## src/hw/pcfg_cfg.svh

```systemverilog
// Constants for the PWM clock and modulation configuration block.
`ifndef PCFG_CFG_SVH
`define PCFG_CFG_SVH
`define PCFG_ADR_CTRL    4'h0
`define PCFG_ADR_DUTY    4'h4
`define PCFG_ADR_STAT    4'h8
`define PCFG_CTRL_RST    8'h00
`define PCFG_DUTY_RST    16'h8080
`define PCFG_LATCH_BIT   7
`define PCFG_NOM_PERIOD  80
`define PCFG_SS_DIV      20
`define PCFG_HOP_NUM     10
`define PCFG_HOP_LO_DEN  9
`define PCFG_HOP_HI_DEN  11
`define PCFG_MOD_SHORT   3'h0
`define PCFG_MOD_4K7     3'h1
`define PCFG_MOD_13K     3'h2
`define PCFG_MOD_33K     3'h3
`define PCFG_MOD_100K    3'h4
`define PCFG_MOD_OPEN    3'h5
`define PCFG_PAR_MIN     3'h3
`define PCFG_PSEL_QUART  3'h1
`define PCFG_PSEL_THIRD  3'h2
`define PCFG_PSEL_HALF   3'h3
`define PCFG_PSEL_2THIRD 3'h4
`define PCFG_PSEL_3QUART 3'h5
`define PCFG_PH_DEN      12
`define PCFG_PH_NONE     4'h0
`define PCFG_PH_QUART    4'h3
`define PCFG_PH_THIRD    4'h4
`define PCFG_PH_HALF     4'h6
`define PCFG_PH_2THIRD   4'h8
`define PCFG_PH_3QUART   4'h9
`define PCFG_DUTY_SHIFT  8
`define PCFG_STAT_PER_LSB 16
`endif

```

## src/hw/pcfg_pkg.sv

```systemverilog
// Types shared by the PWM clock and modulation configuration block.
package pcfg_pkg;
  typedef struct packed {
    logic       latch_cmd;
    logic [2:0] phase_sel;
    logic       in_phase;
    logic       hop_dir;
    logic       hop_en;
    logic       run;
  } pcfg_ctrl_t;

  typedef struct packed {
    logic bus_mode;
    logic slave;
    logic ss_pll_on;
    logic in_phase;
    logic shift_half;
    logic parallel;
  } pcfg_mode_t;

  typedef struct packed {
    logic ch2_n;
    logic ch2_p;
    logic ch1_n;
    logic ch1_p;
  } pcfg_pwm_t;
endpackage

```

## src/hw/pcfg_sync.sv

```systemverilog
// Two-flop synchroniser for strap and clock pins.
`timescale 1ns/1ps
module pcfg_sync #(
  parameter int W = 1
) (
  input  wire logic         clk_i,
  input  wire logic         rst_i,
  input  wire logic [W-1:0] d_i,
  output logic      [W-1:0] q_o
);
  logic [W-1:0] meta_q;

  always_ff @(posedge clk_i) begin
    if (rst_i) begin
      meta_q <= '0;
      q_o    <= '0;
    end else begin
      meta_q <= d_i;
      q_o    <= meta_q;
    end
  end
endmodule

```

## src/hw/pcfg_top.sv

```systemverilog
// Switching clock and modulation configuration with a Wishbone register port.
// What this block does
// - Spread spectrum off when its pin grounded
// - Spread sweep is triangular within plus/minus five percent
// - Hop enable selects 0.9 or 1.1 nominal
// - Slave without PLL restarts on external edge
// - Decode four oscillator modes from the straps
// - Pin mode decodes six mode resistor codes to four settings
// - Bus mode uses resistor only for parallel
// - Latch command captures mode resistor decode in bus mode only
// - Otherwise capture strap when switching starts
// - Opposite phase drives bridge halves in antiphase
// - In phase mode inverts one half input
// - Phase offset only as slave with PLL
// - Bus selects one of five phase offsets
// - Parallel mode drives both stages as one
// - Parallel mode uses channel one settings only
// - Grounded address strap selects pin mode
// - Grounded frequency pin makes device clock slave
`timescale 1ns/1ps
`include "pcfg_cfg.svh"
module pcfg_top #(
  parameter int PW         = 12,
  parameter int NOM_PERIOD = `PCFG_NOM_PERIOD
) (
  input  wire logic                clk_i,
  input  wire logic                rst_i,
  input  wire logic                wb_cyc_i,
  input  wire logic                wb_stb_i,
  input  wire logic                wb_we_i,
  input  wire logic [3:0]          wb_adr_i,
  input  wire logic [3:0]          wb_sel_i,
  input  wire logic [31:0]         wb_dat_i,
  output logic      [31:0]         wb_dat_o,
  output logic                     wb_ack_o,
  input  wire logic                spread_spectrum_pin_grounded_i,
  input  wire logic                frequency_set_pin_grounded_i,
  input  wire logic                address_strap_pin_grounded_i,
  input  wire logic [2:0]          mode_resistor_i,
  input  wire logic                shared_clock_pin_i,
  output logic                     shared_clock_pin_o,
  output logic                     shared_clock_pin_oe_o,
  output pcfg_pkg::pcfg_pwm_t      pwm_o
);
  localparam logic [PW-1:0] NOM  = PW'(NOM_PERIOD);
  localparam logic [PW-1:0] SPAN = PW'(NOM_PERIOD / `PCFG_SS_DIV);
  localparam logic [PW-1:0] HLO  = PW'(NOM_PERIOD * `PCFG_HOP_NUM / `PCFG_HOP_LO_DEN);
  localparam logic [PW-1:0] HHI  = PW'(NOM_PERIOD * `PCFG_HOP_NUM / `PCFG_HOP_HI_DEN);
  localparam logic [PW+3:0] PDEN = (PW+4)'(`PCFG_PH_DEN);

  ////////////////////////////////////////////////////////////////////////////
  // Pin synchronisation and strap decode.
  logic [6:0] pins_s;
  logic       ss_gnd;
  logic       fset_gnd;
  logic       ads_gnd;
  logic [2:0] mod_code;
  logic       ext_clk;
  logic       ext_clk_q;
  logic       ext_rise;

  pcfg_sync #(.W(7)) u_sync (
    .clk_i (clk_i),
    .rst_i (rst_i),
    .d_i   ({spread_spectrum_pin_grounded_i, frequency_set_pin_grounded_i,
             address_strap_pin_grounded_i, mode_resistor_i, shared_clock_pin_i}),
    .q_o   (pins_s)
  );

  assign {ss_gnd, fset_gnd, ads_gnd, mod_code, ext_clk} = pins_s;
  always_ff @(posedge clk_i) begin
    if (rst_i) begin
      ext_clk_q <= 1'b0;
    end else begin
      ext_clk_q <= ext_clk;
    end
  end
  assign ext_rise = ext_clk & ~ext_clk_q;
  pcfg_pkg::pcfg_ctrl_t ctrl_q;
  logic [15:0]          duty_q;
  logic [2:0]           mod_lat_q;
  pcfg_pkg::pcfg_mode_t mode;
  logic                 hop_act;
  logic [3:0]           ph_k;
  // Phase select field to twelfths of a period; unknown codes give none.
  function automatic logic [3:0] psel_k(input logic [2:0] sel);
    unique case (sel)
      `PCFG_PSEL_QUART:  psel_k = `PCFG_PH_QUART;
      `PCFG_PSEL_THIRD:  psel_k = `PCFG_PH_THIRD;
      `PCFG_PSEL_HALF:   psel_k = `PCFG_PH_HALF;
      `PCFG_PSEL_2THIRD: psel_k = `PCFG_PH_2THIRD;
      `PCFG_PSEL_3QUART: psel_k = `PCFG_PH_3QUART;
      default:           psel_k = `PCFG_PH_NONE;
    endcase
  endfunction
  always_comb begin
    mode.bus_mode   = ~ads_gnd;
    mode.slave      = fset_gnd;
    mode.ss_pll_on  = ~ss_gnd;
    mode.in_phase   = mode.bus_mode ? ctrl_q.in_phase : mod_lat_q[0];
    mode.shift_half = ~mode.bus_mode &&
                      (mod_lat_q == `PCFG_MOD_13K || mod_lat_q == `PCFG_MOD_33K);
    mode.parallel   = mode.bus_mode && (mod_lat_q >= `PCFG_PAR_MIN);
    hop_act         = mode.bus_mode && !mode.slave && ctrl_q.hop_en;
    if (!(mode.slave && mode.ss_pll_on)) begin
      ph_k = `PCFG_PH_NONE;
    end else if (mode.bus_mode) begin
      ph_k = psel_k(ctrl_q.phase_sel);
    end else begin
      ph_k = mode.shift_half ? `PCFG_PH_HALF : `PCFG_PH_NONE;
    end
  end

  ////////////////////////////////////////////////////////////////////////////
  // Wishbone classic slave.
  logic wb_req;
  logic latch_wr;
  logic run_q;

  assign wb_req   = wb_cyc_i && wb_stb_i && !wb_ack_o;
  assign latch_wr = wb_req && wb_we_i && wb_adr_i == `PCFG_ADR_CTRL && wb_sel_i[0] &&
                    wb_dat_i[`PCFG_LATCH_BIT] && mode.bus_mode;

  always_ff @(posedge clk_i) begin
    if (rst_i) begin
      wb_ack_o <= 1'b0;
    end else begin
      wb_ack_o <= wb_req;
    end
  end

  always_ff @(posedge clk_i) begin
    if (rst_i) begin
      ctrl_q <= `PCFG_CTRL_RST;
      duty_q <= `PCFG_DUTY_RST;
    end else if (wb_req && wb_we_i) begin
      if (wb_adr_i == `PCFG_ADR_CTRL && wb_sel_i[0]) begin
        ctrl_q <= wb_dat_i[7:0];
      end
      if (wb_adr_i == `PCFG_ADR_DUTY && wb_sel_i[0]) begin
        duty_q[7:0] <= wb_dat_i[7:0];
      end
      if (wb_adr_i == `PCFG_ADR_DUTY && wb_sel_i[1]) begin
        duty_q[15:8] <= wb_dat_i[15:8];
      end
    end
  end
  logic [PW-1:0] period_q;
  always_ff @(posedge clk_i) begin
    if (rst_i) begin
      wb_dat_o <= 32'h0;
    end else if (wb_req && !wb_we_i) begin
      unique case (wb_adr_i)
        `PCFG_ADR_CTRL: wb_dat_o <= {24'h0, ctrl_q};
        `PCFG_ADR_DUTY: wb_dat_o <= {16'h0, duty_q};
        `PCFG_ADR_STAT: wb_dat_o <= {(16-PW)'(0), period_q, 5'h0, mod_lat_q,
                                     2'h0, mode};
        default:        wb_dat_o <= 32'h0;
      endcase
    end
  end

  ////////////////////////////////////////////////////////////////////////////
  // Mode resistor capture.
  always_ff @(posedge clk_i) begin
    if (rst_i) begin
      run_q <= 1'b0;
    end else begin
      run_q <= ctrl_q.run;
    end
  end

  always_ff @(posedge clk_i) begin
    if (rst_i) begin
      mod_lat_q <= `PCFG_MOD_SHORT;
    end else if (latch_wr) begin
      mod_lat_q <= mod_code;
    end else if (ctrl_q.run && !run_q && !(mode.bus_mode && ctrl_q.latch_cmd)) begin
      mod_lat_q <= mod_code;
    end
  end

  ////////////////////////////////////////////////////////////////////////////
  // Carrier period: master sweep or hop, slave measurement.
  logic [PW-1:0] ramp_q;
  logic [PW-1:0] sweep_q;
  logic          sweep_up_q;
  logic [PW-1:0] meas_cnt_q;
  logic [PW-1:0] meas_q;
  logic          wrap;
  assign wrap = ramp_q >= period_q - PW'(1);
  always_ff @(posedge clk_i) begin
    if (rst_i) begin
      sweep_q    <= SPAN;
      sweep_up_q <= 1'b1;
    end else if (wrap) begin
      if (sweep_up_q) begin
        sweep_q    <= sweep_q + PW'(1);
        sweep_up_q <= sweep_q + PW'(1) < SPAN + SPAN;
      end else begin
        sweep_q    <= sweep_q - PW'(1);
        sweep_up_q <= sweep_q - PW'(1) == '0;
      end
    end
  end

  always_ff @(posedge clk_i) begin
    if (rst_i) begin
      meas_cnt_q <= '0;
      meas_q     <= NOM;
    end else if (ext_rise) begin
      meas_cnt_q <= '0;
      meas_q     <= meas_cnt_q + PW'(1);
    end else if (meas_cnt_q != '1) begin
      meas_cnt_q <= meas_cnt_q + PW'(1);
    end
  end

  always_ff @(posedge clk_i) begin
    if (rst_i) begin
      period_q <= NOM;
    end else if (mode.slave) begin
      period_q <= meas_q;
    end else if (hop_act) begin
      period_q <= ctrl_q.hop_dir ? HHI : HLO;
    end else if (mode.ss_pll_on) begin
      period_q <= NOM - SPAN + sweep_q;
    end else begin
      period_q <= NOM;
    end
  end

  ////////////////////////////////////////////////////////////////////////////
  // Carrier ramp with phase staggered restart in slave mode with PLL.
  logic [PW+3:0] ofs_prod;
  logic [PW-1:0] offset_q;
  logic [PW-1:0] dly_q;
  logic          dly_act_q;
  logic          restart;
  assign ofs_prod = {4'h0, meas_q} * {{PW{1'b0}}, ph_k};
  always_ff @(posedge clk_i) begin
    if (rst_i) begin
      offset_q <= '0;
    end else begin
      offset_q <= PW'(ofs_prod / PDEN);
    end
  end

  always_ff @(posedge clk_i) begin
    if (rst_i) begin
      dly_q     <= '0;
      dly_act_q <= 1'b0;
    end else if (mode.slave && mode.ss_pll_on && ext_rise) begin
      dly_q     <= offset_q;
      dly_act_q <= 1'b1;
    end else if (dly_act_q) begin
      dly_q     <= dly_q - PW'(1);
      dly_act_q <= dly_q != '0;
    end
  end

  always_comb begin
    if (!mode.slave) begin
      restart = wrap;
    end else if (!mode.ss_pll_on) begin
      restart = ext_rise;
    end else begin
      restart = (dly_act_q && dly_q == '0) || wrap;
    end
  end

  always_ff @(posedge clk_i) begin
    if (rst_i) begin
      ramp_q <= '0;
    end else if (restart) begin
      ramp_q <= '0;
    end else begin
      ramp_q <= ramp_q + PW'(1);
    end
  end

  ////////////////////////////////////////////////////////////////////////////
  // Clock pin drive and bridge outputs.
  always_ff @(posedge clk_i) begin
    if (rst_i) begin
      shared_clock_pin_o    <= 1'b0;
      shared_clock_pin_oe_o <= 1'b0;
    end else begin
      shared_clock_pin_o    <= !mode.slave && ramp_q < (period_q >> 1);
      shared_clock_pin_oe_o <= !mode.slave;
    end
  end

  logic [7:0]    duty2;
  logic [PW+7:0] th1_w;
  logic [PW+7:0] th2_w;
  logic [PW-1:0] th1;
  logic [PW-1:0] th2;
  assign duty2 = mode.parallel ? duty_q[7:0] : duty_q[15:8];
  assign th1_w = {8'h0, period_q} * {{PW{1'b0}}, duty_q[7:0]};
  assign th2_w = {8'h0, period_q} * {{PW{1'b0}}, duty2};
  assign th1   = th1_w[PW+7:`PCFG_DUTY_SHIFT];
  assign th2   = th2_w[PW+7:`PCFG_DUTY_SHIFT];
  always_ff @(posedge clk_i) begin
    if (rst_i || !ctrl_q.run) begin
      pwm_o <= '0;
    end else begin
      pwm_o.ch1_p <= ramp_q < th1;
      pwm_o.ch2_p <= ramp_q < th2;
      if (mode.in_phase) begin
        pwm_o.ch1_n <= ramp_q < period_q - th1;
        pwm_o.ch2_n <= ramp_q < period_q - th2;
      end else begin
        pwm_o.ch1_n <= !(ramp_q < th1);
        pwm_o.ch2_n <= !(ramp_q < th2);
      end
    end
  end
endmodule
```

## config.mk

```make
export PLATFORM = sky130hd
export DESIGN_NAME = pcfg_top
export DESIGN_NICKNAME = d
export VERILOG_FILES = /design/src/hw/pcfg_pkg.sv /design/src/hw/pcfg_sync.sv /design/src/hw/pcfg_top.sv
export VERILOG_INCLUDE_DIRS = /design/src /design/src/hw
export SDC_FILE = /design/constraint.sdc
export NUM_CORES = 1
export LEC_CHECK = 0
export BUFFER_PORTS_ARGS = -buffer_cell sky130_fd_sc_hd__buf_2
export CAP_MARGIN = 20
export CORE_ASPECT_RATIO = 2
export CORE_MARGIN = 2
export CORE_UTILIZATION = 40
export CTS_CLUSTER_DIAMETER = 40
export DETAILED_ROUTE_END_ITERATION = 10
export GPL_ROUTABILITY_DRIVEN = 0
export REMOVE_ABC_BUFFERS = 1
export SYNTH_ARGS = -nofsm -noshare
export SYNTH_HDL_FRONTEND = slang
export SYNTH_HIERARCHICAL = 1
export SYNTH_SLANG_ARGS = --single-unit
```

## constraint.sdc

```tcl
create_clock -name clk_i -period 8.2 [get_ports clk_i]
set_clock_uncertainty 0.15 [all_clocks]
set_input_delay 1.64 -clock clk_i [delete_from_list [all_inputs] [get_ports clk_i]]
set_output_delay 1.64 -clock clk_i [all_outputs]
set_load 0.01 [all_outputs]
```

==> metrics.md, run 1 <==
| Metric | Value |
|---|---|
| Top Ports | `91` |
| TritonCTS buffer count | `17` |
| Cell taking the most area after synthesis | `dfxtp_1` |
| Area of the mapped netlist | `17300 µm²` |
| Startpoint Class | `flip-flop` |
| ANT cells | `0` |
| Vias after detailed routing | `14100` |
| Max VDD drop | `0.111 mV` |
| Die area | `around 45000 µm²` |
| Die W | `151 µm` |
| Final period utilization | `93.8%` |
| H-tree depth | `4` |
| Final WL | `42100 µm` |
| Storage cell area | `3290 µm²` |
| R2r setup slk | `approximately 0.51 ns` |
| Final setup violating endpoints | `0` |
| Largest net degree at the start of global routing | `60` |
| Hold-fix buffers, CTS | `0` |
| Top cells by count, synth | `219 x nor2_1, 216 x inv_1, 193 x ha_1, 176 x nand2_1, 164 x dfxtp_1` |
| Cts repair resizes | `0` |
| Synth Area per Inst | `8.34 µm²` |
| Post-CTS setup buffer count | `0` |
| HPWL Detailed | `33200 µm` |
| Post-synthesis sequential area ratio | `roughly a fifth` |
| Min Hold Slack | `just under 0.3 ns` |
| Final worst path period need | `7.69 ns` |
| Rel. slew slack | `between 20% and 30%` |
| Multi-input gate area | `12900 µm²` |
| Fin worst setup slack | `a little over 0.5 ns` |
| DRC | `0` |
| Commonest register cell after synthesis | `dfxtp_1` |
| P_leak | `8.83 nW` |
| First-pass GRT wire length | `70000 µm` |
| Root Buffer | `clkbuf_16` |
| CP endpoint kind | `flip-flop` |
| Port Buffers | `68` |
| Clock-pin slew on the worst setup and hold paths | `~0.080 ns` |
| Initial Util | `40.2%` |
| Count leader, synth | `nor2_1` |
| Die Height | `299 µm` |
| Worst-Margin Slew | `1.04 ns` |
| Critical Path Most Common Cell | `o21a_1` |
| GR Util All Layers | `19.3%` |
| Post-synth EDFFs | `0` |
| Post-synth top area share | `between 10% and 20%` |
| Status | `complete, no violations` |
| Synth-to-layout area growth | `9.48%` |
| Share of layout cells above drive strength 1 | `10.0%` |
| Pins Over Slew Limit | `0` |
| Fillers | `between 4000 and 5000` |
| CP Class | `flip-flop to flip-flop` |
| CP max stage cell | `fa_1` |
| Clock sink count | `164` |
| Max cap viols | `0` |
| Post-route ant nets | `0` |
| Crit path DAT | `a little under 8 ns` |
| Place WS | `between 0.2 and 0.25 ns` |
| Syn Inst Count | `2079` |
| PwrDens | `93.2 nW/µm²` |
| Remaining global-route overflow | `0` |
| Detailed Routing Iterations Pass 1 | `5` |
| Flops & latches, synth | `164` |
| Vias per Instance | `between 5 and 6` |
| Achievable frequency | `0.130 GHz` |
| Setup_tns | `0 ns` |
| Core footprint | `between 40000 and 50000 µm²` |
| Iter 0 DRT Violations | `696` |
| Vias in the first global route | `13900` |
| Synth warn | `6` |
| CP required | `8.43 ns` |
| WL/cell | `~16 µm` |
| Top cells by area, synth | `dfxtp_1 19%, fa_1 16%, ha_1 14%` |
| Post-synthesis cell type count | `90` |
| Unrepaired setup endpoints after global routing | `false` |
| Hold Vio Cnt, Final | `0` |
| Nets@finish | `2502` |
| Clock tree buffer depth | `2` |
| HP Class | `flip-flop to flip-flop` |
| Row count | `108` |
| Async set-reset flop share out of synthesis | `0%` |
| Initial antenna violation count | `1` |
| CTS tree | `done` |
| Worst path max stage delay | `0.55 ns` |
| Worst-skew pair later-pin latency | `around 0.45 ns` |
| Crit-path max FO | `8` |
[report_power, final]
part	switching (mW)	internal, mW
Combinational	0.0660	0.0468
Clock	0.421	0.413
Sequential	0.0154	0.807
[state kept, by name, indices dropped and copies added (netlist names), 8 cells and up]
register    count
wb_dat_o       28
duty_q         16
dly_q          12
meas_cnt_q     12
meas_q         12
offset_q       12
period_q       12
ramp_q         12
sweep_q        12
ctrl_q          8
[area by class of cell]
cell class	count	share of cell area (%)
Clock inverter	15	0.968
Clock buffer	17	2.24
Multi-Input combinational cell	1602	67.8
Timing Repair Buffer	116	3.81
Tap cell	550	3.62
Inverter	216	4.27
Sequential cell	164	17.3
[logic make-up (layout without fill, tap and decap cells)]
family / after synthesis / after routing / synth area share, %
compound gates: 372 / 372 / 14.5
flops: 164 / 164 / 18.9
simple gates: 732 / 732 / 20.5
mux: 47 / 47 / 2.77
fa+ha+maj: 334 / 334 / 30.1
other cells: 1 / 4 / 0.0216
xor+xnor: 113 / 113 / 6.04
buf+inv: 316 / 364 / 7.11
[final timing paths]
| kind | start | end | cells after the start |
|---|---|---|---|
| min | u_sync/meta_q[5]$_SDFF_PP0_ | u_sync/q_o[5]$_SDFF_PP0_ | 1 |
| min reg2reg | u_sync/meta_q[5]$_SDFF_PP0_ | u_sync/q_o[5]$_SDFF_PP0_ | 1 |
| max | mod_lat_q[1]$_SDFFE_PP0P_ | pwm_o[3]$_SDFF_PP0_ | 35 |
| max reg2reg | mod_lat_q[1]$_SDFFE_PP0P_ | pwm_o[3]$_SDFF_PP0_ | 35 |
[routing by layer]
layer	part of all wire (%)	track usage, %	wire length [µm]
met5	0.012	0	5
met4	2.1	4.94	881
met1	46	25.4	19400
met3	2.9	2.21	1230
met2	49	33.4	20600
[critical path: cells and delay by family (launching register included)]
kind / cells / cell delay [ns]
xor gates and xnor gates: 2 / 0.29
DFF: 1 / 0.37
muxes: 1 / 0.32
buffers and inverters: 3 / 0.26
adders and majority gates: 7 / 2.84
and+or+nand+nor: 5 / 0.70
AOI/OAI and AO/OA: 17 / 2.69
[layout by cell type, fill, tap and decap left out, types with 6 or more instances in the layout]
cell and instances:
and2_1 91, clkbuf_16 17, nor4_1 9, nand2_1 176, o21ai_1 9, o21bai_1 6
o22ai_1 7, xnor2_1 68, a21oi_1 100, o31ai_1 6, nand4_1 17, nor2b_1 23
nand2b_1 42, buf_2 67, a211oi_1 22, fa_1 140, nor2_1 218, or3_1 13
nor3_1 41, nor2b_2 11, o21a_1 30, o21ai_0 53, a211o_1 9, dfxtp_1 160
a21o_1 26, mux2i_1 39, ha_1 193, nand3_1 46, or2_2 11, xor2_1 38
a311oi_1 7, buf_4 46, inv_1 216, and3_1 8, a22oi_1 30, a31oi_1 12
clkinv_8 6
[stage by stage]
stage	utilization [%]	instance area [µm²]	std cells	power, mW
floorplan	-	16900	1982	0.903
global placement	42.5	18300	2648	0.954
detailed placement	42.5	18300	2648	0.956
CTS	44.0	19000	2680	1.79
global route	44.1	19000	2680	1.84
finish	44.1	19000	2680	1.77
(Power assumes the default switching activity.)
==> run 2: changes to the inputs <==
==> constraint.sdc (replaced) <==
create_clock -name clk_i -period 6.65 [get_ports clk_i]
set_clock_uncertainty 0.15 [all_clocks]
set_input_delay 1.33 -clock clk_i [delete_from_list [all_inputs] [get_ports clk_i]]
set_output_delay 1.33 -clock clk_i [all_outputs]
set_load 0.01 [all_outputs]
==> metrics.md, run 2 (same netlist as run 1, synthesis figures left out) <==
| Metric | Value |
|---|---|
| Largest net degree at the start of global routing | `77 (+28%)` |
| Top Ports | `91 (unchanged)` |
| Setup_tns | `-1.28 ns (-1.28 ns)` |
| Nets@finish | `2683 (+7.2%)` |
| Most common cell after layout, fill and taps aside | `buf_4` |
| ANT cells | `0 (unchanged)` |
| HPWL Detailed | `35100 µm (+5.6%)` |
| Core footprint | `43100 µm² (unchanged)` |
| Initial antenna violation count | `0 (-1)` |
| Final period utilization | `110% (+16 points)` |
| Max VDD drop | `0.159 mV (+43%)` |
| Clock-pin slew on the worst setup and hold paths | `0.08 ns (about the same)` |
| DRC | `0 (unchanged)` |
| Vias per Instance | `5.21 (-0.89%)` |
| Post-route insts no fill | `2861 (+6.8%)` |
| WL/cell | `15.9 µm (+1.3%)` |
| Share of layout cells above drive strength 1 | `22.2% (+12 points)` |
| Detailed Routing Iterations Pass 1 | `5 (unchanged)` |
| Remaining global-route overflow | `0 (unchanged)` |
| Iter 0 DRT Violations | `739 (+6.2%)` |
| Crit. Startpoint | `mod_lat_q[1]$_SDFFE_PP0P_` |
| H-tree depth | `4 (unchanged)` |
| Startpoint Class | `flip-flop` |
| Initial Util | `40.2% (unchanged)` |
| Unrepaired setup endpoints after global routing | `true` |
| Failing checks | `setup timing` |
| Worst Setup EP | `pwm_o[3]$_SDFF_PP0_` |
| Crit-path max FO | `7 (-1)` |
| Pins Over Slew Limit | `0 (unchanged)` |
| Reg with most FFs | `wb_dat_o` |
| HP Class | `flip-flop to flip-flop` |
| Vias in the first global route | `15100 (+8.5%)` |
| Die area | `45200 µm² (unchanged)` |
| Placed insts | `2800 (+5.7%)` |
| PwrDens | `105 nW/µm² (+12%)` |
| Max reg flops | `28 (unchanged)` |
| WL met3 | `1300 µm (+5.2%)` |
| Critical Path Most Common Cell | `o21a_1` |
| Number of cells on the worst reg-to-reg path | `36 (+2.9%)` |
| Biggest regs | `wb_dat_o x28, duty_q x16` |
| Post-route ant nets | `0 (unchanged)` |
| Clock tree buffer depth | `2 (unchanged)` |
| Synth-to-layout area growth | `22.0%` |
| Rel. slew slack | `30.4% (+0.56 points)` |
| Worst-skew pair later-pin latency | `0.46 ns (about the same)` |
| Max layer used | `met4` |
| Max cap viols | `0 (unchanged)` |
| End of the worst register-to-register path | `pwm_o[3]$_SDFF_PP0_` |
| Hold Vio Cnt, Final | `0 (unchanged)` |
| P_leak | `9.82 nW (+11%)` |
| Post-route cell area | `21200 µm² (+11%)` |
| Met2 WL | `22700 µm (+10%)` |
| GR Util All Layers | `20.6% (+1.3 points)` |
| Fillers | `4121 (-5.8%)` |
| Row count | `108 (unchanged)` |
| Worst-Margin Slew | `1.04 ns (-0.000321 ns)` |
| CTS tree | `done` |
| Final setup violating endpoints | `3 (+3)` |
| Achievable frequency | `0.137 GHz (+5.6%)` |
| Reg-to-reg startpoint | `mod_lat_q[1]$_SDFFE_PP0P_` |
| Crit path DAT | `7.52 ns (-0.40 ns)` |
| WL met1 | `20200 µm (+4.2%)` |
| CP max stage cell | `fa_1` |
| CP Class | `flip-flop to flip-flop` |
| Die Height | `299 µm (unchanged)` |
| Fin worst setup slack | `-0.638 ns (-1.14 ns)` |
| Post-Place Cell Area | `19500 µm² (+6.4%)` |
| Die W | `151 µm (unchanged)` |
| CP endpoint kind | `flip-flop` |
| Final WL | `45600 µm (+8.1%)` |
| Final worst path period need | `7.29 ns (-0.406 ns)` |
| Vias after detailed routing | `14900 (+5.8%)` |
| Port Buffers | `68 (unchanged)` |
| TritonCTS buffer count | `17 (unchanged)` |
| First-pass GRT wire length | `74800 µm (+6.8%)` |
| CP required | `6.88 ns (-1.55 ns)` |
| Status | `finished with violations` |
| Root Buffer | `clkbuf_16` |
| R2r setup slk | `-0.64 ns (-1.14 ns)` |
| Most frequent cells in the layout | `211 x buf_4, 210 x inv_1, 209 x nor2_1` |
| Worst path max stage delay | `0.54 ns (about the same)` |
| Clock sink count | `164 (unchanged)` |
-- run 2: cell count changes in the layout (fill, tap and decap cells not counted), moves of 12 or more --
cell	change
ha_1	-15
buf_4	+165
a21oi_1	-25
o21ai_0	-13
ha_4	+12
a21oi_2	+23
-- run 2: layout make-up --
class | instances | area, µm² | share of cell area [%]
multi-input combinational | 1603 | 13600 | 64.2
tap | 550 | 688 | 3.25
timing repair buffer | 296 | 2150 | 10.2
clock inverter | 15 | 194 | 0.916
clock buffer | 17 | 425 | 2.01
sequential | 164 | 3300 | 15.6
inverter | 216 | 811 | 3.83
-- run 2: layer usage --
| metal | global-route usage [%] | vias to the layer above |
|---|---|---|
| li1 | - | 7417 |
| met1 | 26.8 | 7166 |
| met5 | 0 | - |
| met2 | 35.4 | 260 |
| met3 | 2.38 | 70 |
| met4 | 6.34 | 0 |
-- run 2: critical path: cells and delay by family (launching register included) --
| kind | cells | cell delay (ns) |
|---|---|---|
| AOI/OAI and AO/OA | 15 | 2.53 |
| xor gates and xnor gates | 3 | 0.41 |
| adders and majority gates | 6 | 2.31 |
| buffers and inverters | 7 | 0.79 |
| DFF | 1 | 0.34 |
| muxes | 1 | 0.31 |
| and+or+nand+nor | 4 | 0.36 |
-- run 2: timing repair --
action / 4_1_cts / 5_1_grt
buffers inserted: 17 / 14
gates cloned: 0 / 2
endpoints found under the setup margin: 6 / 8
pin swaps: 59 / 90
hold buffers: 0 / 0
resized for setup: 92 / 94
-- run 2: power breakdown --
group,switching (mW),total (mW),leakage (nW),internal [mW]
registers,0.0174,1.01,1.33,0.995
clock network,0.527,1.04,0.300,0.517
logic,0.0899,0.159,8.18,0.0694
-- run 2: worst min-delay path by stage --
stage / startpoint / endpoint / slack [ns] / cells after the start
floorplan: u_sync/meta_q[4]$_SDFF_PP0_ / u_sync/q_o[4]$_SDFF_PP0_ / 0.26 / 1
global placement: u_sync/meta_q[6]$_SDFF_PP0_ / u_sync/q_o[6]$_SDFF_PP0_ / 0.26 / 1
detailed placement: u_sync/meta_q[0]$_SDFF_PP0_ / u_sync/q_o[0]$_SDFF_PP0_ / 0.28 / 1
CTS: u_sync/meta_q[0]$_SDFF_PP0_ / u_sync/q_o[0]$_SDFF_PP0_ / 0.30 / 1
global route: u_sync/meta_q[6]$_SDFF_PP0_ / u_sync/q_o[6]$_SDFF_PP0_ / 0.31 / 1
finish: u_sync/meta_q[6]$_SDFF_PP0_ / u_sync/q_o[6]$_SDFF_PP0_ / 0.29 / 1
-- run 2: per-stage QoR --
step / total power, mW / worst slack (ns) / hold slack [ns] / utilization (%)
after floorplan: 1.11 / -1.18 / 0.261 / -
after global placement: 1.19 / -1.06 / 0.265 / 45.3
after detailed placement: 1.19 / -1.14 / 0.275 / 45.3
after CTS: 2.25 / -0.777 / 0.296 / 47.9
after global routing: 2.30 / -1.04 / 0.311 / 49.1
final: 2.22 / -0.638 / 0.290 / 49.1
